[config.mk]
export PLATFORM = sky130hd
export DESIGN_NAME = ntis_tuner
export DESIGN_NICKNAME = d
export VERILOG_FILES = /design/src/verilog/ntis_pkg.sv /design/src/verilog/ntis_gain_shift.sv /design/src/verilog/ntis_tuner.sv
export SDC_FILE = /design/constraint.sdc
export NUM_CORES = 2
export LEC_CHECK = 0
export BUFFER_PORTS_ARGS = -buffer_cell sky130_fd_sc_hd__buf_2
export CORE_MARGIN = 5
export CORE_UTILIZATION = 65
export CTS_CLUSTER_SIZE = 12
export DETAILED_ROUTE_END_ITERATION = 16
export GPL_ROUTABILITY_DRIVEN = 0
export PLACE_DENSITY = 0.88
export SLEW_MARGIN = 40
export SYNTH_ARGS = -nofsm -noshare
export SYNTH_HDL_FRONTEND = slang
export SYNTH_SLANG_ARGS = --single-unit
[constraint.sdc]
create_clock -name pclk -period 22 [get_ports pclk]
set_input_delay 4.4 -clock pclk [delete_from_list [all_inputs] [get_ports pclk]]
set_output_delay 4.4 -clock pclk [all_outputs]
set_load 0.05 [all_outputs]
[src/verilog/ntis_pkg.sv]
package ntis_pkg;
  // Register indices; byte address is four times the index
  localparam int ADDR_W = 10;
  localparam logic [7:0] IDX_HOLDOFF = 8'h84;
  localparam logic [7:0] IDX_TW_LO = 8'h85;
  localparam logic [7:0] IDX_TW_HI = 8'h86;
  localparam logic [7:0] IDX_PH_OFF = 8'h87;
  localparam logic [7:0] IDX_CTRL = 8'h88;
  localparam logic [7:0] IDX_SCALE = 8'h89;
  localparam logic [7:0] IDX_CMD = 8'h8a;
  localparam logic [7:0] IDX_STATUS = 8'h8b;
  // Oscillator control fields
  localparam int CTRL_W = 7;
  localparam int CTRL_BYPASS = 0;
  localparam int CTRL_PH_DITH = 1;
  localparam int CTRL_AMP_DITH = 2;
  localparam int CTRL_CLR_HOP = 3;
  localparam int CTRL_MODE_LO = 4;
  localparam int CTRL_PORT_SEL = 6;
  // Scaling fields
  localparam int SCALE_W = 4;
  localparam int SCALE_FLIP = 0;
  localparam int SCALE_BIAS_LO = 1;
  localparam int EXP_W = 3;
  // Command fields, write-one pulses
  localparam int CMD_SOFT_SYNC = 0;
  localparam int CMD_ARM = 1;
  localparam int CMD_HOP = 2;
  // Status fields
  localparam int STAT_PEND = 16;
  localparam int STAT_HOP = 17;
  // Reset values
  localparam logic [15:0] RST_HOLDOFF = 16'h0000;
  localparam logic [31:0] RST_TW = 32'h0000_0000;
  localparam logic [15:0] RST_PH_OFF = 16'h0000;
  localparam logic [CTRL_W-1:0] RST_CTRL = 7'h00;
  localparam logic [SCALE_W-1:0] RST_SCALE = 4'h0;
  localparam logic [15:0] RST_LFSR = 16'hace1;
  localparam logic [15:0] QUARTER_TURN = 16'h4000;
  typedef enum logic [1:0] {
    QM_BLANK = 2'b00,
    QM_GATE = 2'b01,
    QM_RISE = 2'b10,
    QM_FALL = 2'b11
  } ntis_qmode_t;
  typedef enum logic {
    XF_IDLE = 1'b0,
    XF_WAIT = 1'b1
  } ntis_xfer_t;
endpackage

[src/verilog/ntis_gain_shift.sv]
`timescale 1ns/1ps
module ntis_gain_shift import ntis_pkg::*; #(
  parameter int DATA_W = 14
) (
  input wire logic signed [DATA_W-1:0] mant,
  input wire logic [EXP_W-1:0] expo,
  input wire logic exponent_polarity_flip,
  input wire logic [EXP_W-1:0] exponent_shift_bias,
  output logic signed [DATA_W-1:0] scaled
);
  wire [EXP_W-1:0] exp_eff;
  wire [EXP_W-1:0] shift;
  // Flipped exponent counts down from seven
  assign exp_eff = exponent_polarity_flip ? 3'(3'h7 - expo) : expo;
  // Three-bit sum wraps modulo eight
  assign shift = 3'(exp_eff + exponent_shift_bias);
  assign scaled = mant >>> shift;
endmodule // ntis_gain_shift

[src/verilog/ntis_tuner.sv]
// Overview of operation
// Own 32-bit complex oscillator and two mixers
// Two tuning registers form one unsigned word
// Tuning writes go to a shadow copy
// Soft sync loads shadow into active word
// 16-bit hold-off counter times word transfer
// Hop transfer uses the same hold-off counter
// 16-bit phase offset added to phase
// Bypass: A feeds I, B feeds Q
// Control bit 1 enables phase dither
// Control bit 2 enables amplitude dither
// Both dithers selectable independently
// Bit 3 clears accumulator before hop
// Phase offset survives accumulator clear
// Bit 3 clear keeps phase across hop
// Selectable port, four enable modes
// Flipped exponent shifts right seven minus code
// Bias six makes code five unshifted
// Software may use bias five instead
// Mode 00 zeros samples while strobe low, oscillator runs
// Mode 01 latches and advances while high
// Modes 10/11 latch once per edge
// Select bit picks port B or A
// Accumulator adds word, then phase offset
// Counter loads, counts down, transfers at zero
`timescale 1ns/1ps
module ntis_tuner import ntis_pkg::*; #(
  parameter int DATA_W = 14
) (
  input wire logic pclk,
  input wire logic presetn,
  input wire logic psel,
  input wire logic penable,
  input wire logic pwrite,
  input wire logic [ADDR_W-1:0] paddr,
  input wire logic [31:0] pwdata,
  output logic [31:0] prdata,
  output logic pready,
  output logic pslverr,
  input wire logic [DATA_W-1:0] mant_a,
  input wire logic [EXP_W-1:0] exp_a,
  input wire logic input_qualify_strobe_a,
  input wire logic [DATA_W-1:0] mant_b,
  input wire logic [EXP_W-1:0] exp_b,
  input wire logic input_qualify_strobe_b,
  output logic [15:0] bb_i,
  output logic [15:0] bb_q,
  output logic bb_valid
);
  if (DATA_W < 14 || DATA_W > 16) begin : g_chk
    $error("DATA_W must lie between 14 and 16");
  end

  logic [15:0] holdoff_q, ph_off_q, cnt_q, cnt_d, lfsr_q;
  logic [31:0] shadow_q, active_q, active_d, acc_q, acc_d;
  logic [CTRL_W-1:0] ctrl_q;
  logic [SCALE_W-1:0] scale_q;
  logic hop_q, hop_d, stb_prev_q, v1_q;
  ntis_xfer_t xf_q, xf_d;
  logic pready_q, pslverr_q;
  logic [31:0] prdata_q;
  logic signed [DATA_W-1:0] smp0_q, smp1_q;
  logic [15:0] ph_q, bb_i_q, bb_q_q;
  logic bb_valid_q;

  // Bus decode
  wire [7:0] idx = paddr[ADDR_W-1:2];
  wire aligned = paddr[1:0] == 2'b00;
  wire hit_hold = aligned && idx == IDX_HOLDOFF;
  wire hit_lo = aligned && idx == IDX_TW_LO;
  wire hit_hi = aligned && idx == IDX_TW_HI;
  wire hit_ph = aligned && idx == IDX_PH_OFF;
  wire hit_ctrl = aligned && idx == IDX_CTRL;
  wire hit_scale = aligned && idx == IDX_SCALE;
  wire hit_cmd = aligned && idx == IDX_CMD;
  wire hit_stat = aligned && idx == IDX_STATUS;
  wire mapped = hit_hold | hit_lo | hit_hi | hit_ph | hit_ctrl | hit_scale | hit_cmd | hit_stat;
  wire access = psel && penable && pready_q;
  wire wr = access && pwrite && mapped;
  wire cmd_sync = wr && hit_cmd && pwdata[CMD_SOFT_SYNC];
  wire cmd_arm = wr && hit_cmd && (pwdata[CMD_ARM] || pwdata[CMD_HOP]);
  wire cmd_hop = pwdata[CMD_HOP];
  wire [31:0] rd_data =
    hit_hold ? {16'h0000, holdoff_q} :
    hit_lo ? {16'h0000, shadow_q[15:0]} :
    hit_hi ? {16'h0000, shadow_q[31:16]} :
    hit_ph ? {16'h0000, ph_off_q} :
    hit_ctrl ? {25'h0, ctrl_q} :
    hit_scale ? {28'h0, scale_q} :
    hit_stat ? {14'h0, hop_q, xf_q == XF_WAIT, cnt_q} : 32'h0000_0000;

  // Control fields
  wire bypass = ctrl_q[CTRL_BYPASS];
  wire ph_dith = ctrl_q[CTRL_PH_DITH];
  wire amp_dith = ctrl_q[CTRL_AMP_DITH];
  wire clr_hop = ctrl_q[CTRL_CLR_HOP];
  wire port_b = ctrl_q[CTRL_PORT_SEL];
  ntis_qmode_t qmode;
  assign qmode = ntis_qmode_t'(ctrl_q[CTRL_MODE_LO +: 2]);
  wire flip = scale_q[SCALE_FLIP];
  wire [EXP_W-1:0] bias = scale_q[SCALE_BIAS_LO +: EXP_W];

  // Input scaling, one shifter per port
  logic signed [DATA_W-1:0] sc_a, sc_b;
  ntis_gain_shift #(.DATA_W(DATA_W)) u_shift_a (
    .mant(mant_a),
    .expo(exp_a),
    .exponent_polarity_flip(flip),
    .exponent_shift_bias(bias),
    .scaled(sc_a)
  );
  ntis_gain_shift #(.DATA_W(DATA_W)) u_shift_b (
    .mant(mant_b),
    .expo(exp_b),
    .exponent_polarity_flip(flip),
    .exponent_shift_bias(bias),
    .scaled(sc_b)
  );

  // Port selection and sample qualification
  wire stb = port_b ? input_qualify_strobe_b : input_qualify_strobe_a;
  wire signed [DATA_W-1:0] sc_sel = port_b ? sc_b : sc_a;
  wire rise = stb && !stb_prev_q;
  wire fall = !stb && stb_prev_q;
  wire blank = qmode == QM_BLANK && !stb;
  wire adv = qmode == QM_BLANK ? 1'b1 :
             qmode == QM_GATE ? stb :
             qmode == QM_RISE ? rise : fall;
  wire signed [DATA_W-1:0] smp0_in = blank ? '0 : (bypass ? sc_a : sc_sel);
  wire signed [DATA_W-1:0] smp1_in = blank ? '0 : sc_b;

  // Transfer timing
  wire fire = xf_q == XF_WAIT && cnt_q == 16'h0000;
  wire clr_now = fire && hop_q && clr_hop;

  always_comb begin
    xf_d = xf_q;
    cnt_d = cnt_q;
    hop_d = hop_q;
    case (xf_q)
      XF_IDLE: begin
      end
      XF_WAIT: begin
        if (cnt_q == 16'h0000) begin
          xf_d = XF_IDLE;
          hop_d = 1'b0;
        end else begin
          cnt_d = 16'(cnt_q - 16'h0001);
        end
      end
      default: xf_d = XF_IDLE;
    endcase
    // A fresh arm wins over the return to idle; the transfer that ends the previous one still loads the word
    if (cmd_arm) begin
      xf_d = XF_WAIT;
      cnt_d = holdoff_q;
      hop_d = cmd_hop;
    end
  end

  always_comb begin
    active_d = active_q;
    if (fire || cmd_sync) begin
      active_d = shadow_q;
    end
  end

  always_comb begin
    acc_d = acc_q;
    if (clr_now) begin
      acc_d = 32'h0000_0000;
    end else if (adv) begin
      acc_d = 32'(acc_q + active_q);
    end
  end

  // Phase with optional dither below the truncation point
  wire [31:0] acc_dith = acc_q + (ph_dith ? {16'h0000, lfsr_q} : 32'h0000_0000);
  wire [15:0] phase = 16'(acc_dith[31:16] + ph_off_q);
  wire [13:0] amp_d = amp_dith ? {lfsr_q[6:0], lfsr_q[13:7]} : 14'h0000;

  // Parabolic sine with optional amplitude dither before truncation
  function automatic logic [15:0] ntis_sine(input logic [15:0] p, input logic [13:0] d);
    logic [14:0] x;
    logic [30:0] pr;
    logic [15:0] m;
    x = p[14:0];
    pr = 31'(x) * 31'(16'h8000 - {1'b0, x}) + 31'(d);
    m = {1'b0, pr[28:14]};
    return p[15] ? 16'(-m) : m;
  endfunction

  wire [15:0] sin_v = ntis_sine(ph_q, amp_d);
  wire [15:0] cos_v = ntis_sine(16'(ph_q + QUARTER_TURN), amp_d);
  wire signed [DATA_W+15:0] prod_i = smp0_q * $signed(cos_v);
  wire signed [DATA_W+15:0] prod_q = smp0_q * $signed(16'(-sin_v));
  wire [15:0] ext0 = 16'(smp0_q);
  wire [15:0] ext1 = 16'(smp1_q);

  always_ff @(posedge pclk or negedge presetn) begin
    if (!presetn) begin
      pready_q <= 1'b0;
      pslverr_q <= 1'b0;
      prdata_q <= 32'h0000_0000;
    end else begin
      pready_q <= psel && penable && !pready_q;
      pslverr_q <= psel && penable && !pready_q && !mapped;
      prdata_q <= (psel && penable && !pready_q && !pwrite) ? rd_data : 32'h0000_0000;
    end
  end

  always_ff @(posedge pclk or negedge presetn) begin
    if (!presetn) begin
      holdoff_q <= RST_HOLDOFF;
      shadow_q <= RST_TW;
      ph_off_q <= RST_PH_OFF;
      ctrl_q <= RST_CTRL;
      scale_q <= RST_SCALE;
    end else if (wr) begin
      if (hit_hold) holdoff_q <= pwdata[15:0];
      if (hit_lo) shadow_q[15:0] <= pwdata[15:0];
      if (hit_hi) shadow_q[31:16] <= pwdata[15:0];
      if (hit_ph) ph_off_q <= pwdata[15:0];
      if (hit_ctrl) ctrl_q <= pwdata[CTRL_W-1:0];
      if (hit_scale) scale_q <= pwdata[SCALE_W-1:0];
    end
  end

  always_ff @(posedge pclk or negedge presetn) begin
    if (!presetn) begin
      xf_q <= XF_IDLE;
      cnt_q <= 16'h0000;
      hop_q <= 1'b0;
      active_q <= RST_TW;
      acc_q <= 32'h0000_0000;
      lfsr_q <= RST_LFSR;
    end else begin
      xf_q <= xf_d;
      cnt_q <= cnt_d;
      hop_q <= hop_d;
      active_q <= active_d;
      acc_q <= acc_d;
      lfsr_q <= {lfsr_q[14:0], lfsr_q[15] ^ lfsr_q[13] ^ lfsr_q[12] ^ lfsr_q[10]};
    end
  end

  always_ff @(posedge pclk or negedge presetn) begin
    if (!presetn) begin
      stb_prev_q <= 1'b0;
      v1_q <= 1'b0;
      smp0_q <= '0;
      smp1_q <= '0;
      ph_q <= 16'h0000;
    end else begin
      stb_prev_q <= stb;
      v1_q <= adv;
      if (adv) begin
        smp0_q <= smp0_in;
        smp1_q <= smp1_in;
        ph_q <= phase;
      end
    end
  end

  always_ff @(posedge pclk or negedge presetn) begin
    if (!presetn) begin
      bb_i_q <= 16'h0000;
      bb_q_q <= 16'h0000;
      bb_valid_q <= 1'b0;
    end else begin
      bb_valid_q <= v1_q;
      if (v1_q) begin
        bb_i_q <= bypass ? ext0 : prod_i[29:14];
        bb_q_q <= bypass ? ext1 : prod_q[29:14];
      end
    end
  end

  assign prdata = prdata_q;
  assign pready = pready_q;
  assign pslverr = pslverr_q;
  assign bb_i = bb_i_q;
  assign bb_q = bb_q_q;
  assign bb_valid = bb_valid_q;
endmodule // ntis_tuner

==> out/results.tsv <==
stage	metric	value	unit
global_route	first-pass GRT wire length	186000	um
final_layout	Filler cells	4622	
timing	Tmin final	17.48	ns
clocking	Reg clk slew, reported paths	0.06	ns
worst_setup_path	critical path type	reg2reg	
detailed_routing	routed len/inst	19.8	um
outcome	outcome	complete, no violations	
timing	setup clock skew after layout	0.0441	ns
worst_setup_path	crit path DAT	17.97	ns
worst_setup_path	maximum net fanout on the critical path	15	
clocking	clk sink count	272	
global_route	number of global-route vias before repair	37000	
placed_design	placed inst area	45700	um^2
worst_hold_path	Worst Hold Path EP	lfsr_q[6]	
floorplanning	horizontal extent of the die	271	um
timing	share of the clock period used by the worst path	0.794	
final_layout	most frequent cells in the layout	sky130_fd_sc_hd__inv_1 (849), sky130_fd_sc_hd__fa_1 (712), sky130_fd_sc_hd__nand2_1 (437), sky130_fd_sc_hd__ha_1 (378), sky130_fd_sc_hd__dfrtp_1 (258)	
logic_synthesis	register area share after synthesis	0.154	
timing	Max-Slew Margin vs Limit	0.402	
final_layout	share of final-layout standard cells stronger than drive strength 1	0.0887	
detailed_routing	violation count after the first detailed-route iteration	2858	
floorplanning	Chip Height	271	um
clocking	Worst-Skew Late Latency	0.60	ns
logic_synthesis	Syn. warnings	0	
timing	worst hold slack after final layout	0.380	ns
logic_synthesis	number of enable flip-flop cells after synthesis	0	
clocking	CTS Hold Buffers Added	0	
clocking	TritonCTS buffer count	28	
worst_setup_path	worst reg2reg path endpoint	bb_q[15]	
worst_hold_path	number of cells on the worst hold path	0	
worst_setup_path	worst reg2reg path startpoint	ph_q[1]	
detailed_routing	via density per instance	6.01	
worst_hold_path	hold path start	lfsr_q[5]	
logic_synthesis	mean cell area of the mapped netlist	9.32	um^2
final_layout	area of all placed cells without fillers	46600	um^2
logic_synthesis	Netlist cell types	100	
detailed_routing	final antenna-violating net count	0	
logic_synthesis	flip-flop and latch count after synthesis	272	
floorplanning	starting density of the core	0.657	
timing	slew of the pin with the lowest slew margin	0.897	ns
placed_design	number of port buffers	119	
floorplanning	number of ports placed on the die boundary	150	
clocking	CTS tree	done	
logic_synthesis	Async S/R FF share, synth	1.00	
worst_hold_path	class of the most critical hold timing path	reg2reg	
worst_setup_path	Worst EP required	22.49	ns
final_layout	commonest non-fill, non-tap cell in the layout	sky130_fd_sc_hd__inv_1	
final_layout	fin nets	5935	
timing	final number of max-transition violations	0	
global_route	largest net degree at the start of global routing	104	
worst_setup_path	Worst Reg2Reg Path Length in Cells	50	
timing	post-route worst setup slack	4.52	ns
clocking	# resized after CTS	0	
detailed_routing	number of optimization iterations in the first detailed-route pass	7	
global_route	number of antenna violations at the first check in global routing	2	
floorplanning	Cell Rows	95	
worst_setup_path	max incr delay on CP	0.79	ns
worst_setup_path	slowest stage cell on the critical path	sky130_fd_sc_hd__fa_1	
timing	total count of hold-check failures in the final report	0	
detailed_routing	remaining routing DRC violations	0	
timing	max frequency	0.0572	GHz
logic_synthesis	area of the mapped netlist	44200	um^2
worst_setup_path	R2R setup slack	4.52	ns
worst_setup_path	crit-path most repeated cell	sky130_fd_sc_hd__fa_1	
final_layout	area taken by multi-input logic gates	33500	um^2
clocking	buffer count from post-CTS setup fixing	0	
detailed_routing	wire length after detailed routing	112000	um
global_route	global-route congestion overflow total	0	
floorplanning	die area	73300	um^2
clocking	clock root cell	sky130_fd_sc_hd__clkbuf_16	
global_route	total global-route track usage	0.308	
run	max capacitance violation total	0	
timing	unrepaired setup endpoints after global routing	false	
floorplanning	core area	67300	um^2
timing	setup total negative slack	0	ns
clocking	CTS H-tree lvls	1	
detailed_routing	routed via count	34000	
worst_setup_path	category of the worst setup path capture point	flop	
logic_synthesis	leading register cell type out of synthesis	sky130_fd_sc_hd__dfrtp_1	
worst_setup_path	launching element type of the critical path	flop	
placed_design	post-DP HPWL	85200	um
final_layout	Synth-to-Final Area Change	5.53	%
clocking	maximum number of buffers from clock root to sink	3	
final_layout	area taken by flip-flops and latches	6830	um^2
placed_design	Worst Setup Slack post-DPL	4.88	ns
logic_synthesis	Mapped Cells	4740	
timing	Setup-failing EPs final	0	
[kinds of logic (layout without fill, tap and decap cells)]
| family | after synthesis | in the layout | share of synthesized area |
|---|---|---|---|
| multiplexers | 185 | 185 | 0.0466 |
| other | 2 | 41 | 0.000170 |
| adder cells (fa/ha/maj) | 1090 | 1090 | 0.430 |
| XOR/XNOR | 205 | 205 | 0.0413 |
| AND/OR/NAND/NOR | 1346 | 1346 | 0.153 |
| AO/OA/AOI/OAI | 560 | 560 | 0.0814 |
| flip-flops | 272 | 272 | 0.154 |
| buffers and inverters | 1080 | 1084 | 0.0935 |
[critical path: cells and delay by family (launching register included)]
kind	cells	cell delay (ns)
compound gates	8	3.17
buf+inv	8	0.88
simple gates	16	3.65
xor+xnor	1	0.41
flops	1	0.65
fa+ha+maj	17	8.54
[stage by stage]
step / utilization / cells
final: 0.693 / 5656
after CTS: 0.692 / 5654
after detailed placement: 0.679 / 5604
after floorplan: - / 4778
after global routing: 0.693 / 5655
after global placement: 0.678 / 5604
[state kept, by name, indices dropped and copies added (netlist names), 4 cells and up]
register / count
cnt_q: 16
scale_q: 4
shadow_q: 32
ph_off_q: 16
bb_q: 16
active_q: 32
lfsr_q: 16
ph_q: 16
smp0_q: 14
prdata: 18
acc_q: 32
smp1_q: 14
ctrl_q: 7
holdoff_q: 16
bb_i: 16
[worst max-delay path by stage]
stage	from	end	depth (start not counted)
3_3_place_gp	ph_q[1]	bb_q[15]	52
5_1_grt	ph_q[1]	bb_q[15]	50
3_5_place_dp	ph_q[1]	bb_q[15]	52
6_report	ph_q[1]	bb_q[15]	50
2_1_floorplan	ph_q[1]	bb_q[15]	51
4_1_cts	ph_q[1]	bb_q[15]	52
[cells in the mapped netlist (26+ instances only)]
library cell,count,area [um^2]
sky130_fd_sc_hd__dfrtp_1,264,6610
sky130_fd_sc_hd__inv_1,851,3190
sky130_fd_sc_hd__clkbuf_1,186,698
sky130_fd_sc_hd__mux2i_1,56,561
sky130_fd_sc_hd__o21ai_0,111,556
sky130_fd_sc_hd__xor2_1,66,578
sky130_fd_sc_hd__a21o_1,57,428
sky130_fd_sc_hd__and2_1,216,1350
sky130_fd_sc_hd__and3_1,26,163
sky130_fd_sc_hd__nor3_1,36,180
sky130_fd_sc_hd__nor2_1,235,882
sky130_fd_sc_hd__nor2b_1,107,669
sky130_fd_sc_hd__ha_1,378,4730
sky130_fd_sc_hd__a21oi_1,186,931
sky130_fd_sc_hd__nand2_1,437,1640
sky130_fd_sc_hd__nand2b_1,131,820
sky130_fd_sc_hd__xnor2_1,136,1190
sky130_fd_sc_hd__nand3_1,47,235
sky130_fd_sc_hd__mux2_2,124,1400
sky130_fd_sc_hd__fa_1,712,14300
[final cells by class]
| class | instances | area share |
|---|---|---|
| repair buffers | 182 | 0.0238 |
| well taps | 873 | 0.0234 |
| multi-input cells | 3426 | 0.718 |
| clock inverters | 4 | 0.00158 |
| clock buffers | 46 | 0.0178 |
| inverters | 852 | 0.0686 |
| flip-flops and latches | 272 | 0.146 |
| diodes | 1 | 0.0000536 |
[layer usage]
layer | track usage | wire, um | up-vias
li1 | - | - | 14900
met1 | 0.393 | 42300 | 17000
met2 | 0.523 | 54400 | 1749
met3 | 0.0572 | 10200 | 375
met4 | 0.124 | 4850 | 0
met5 | 0 | 0 | -
Power is not shown: default switching activity piles up to over one toggle a cycle in this logic, so the estimate is an artifact.
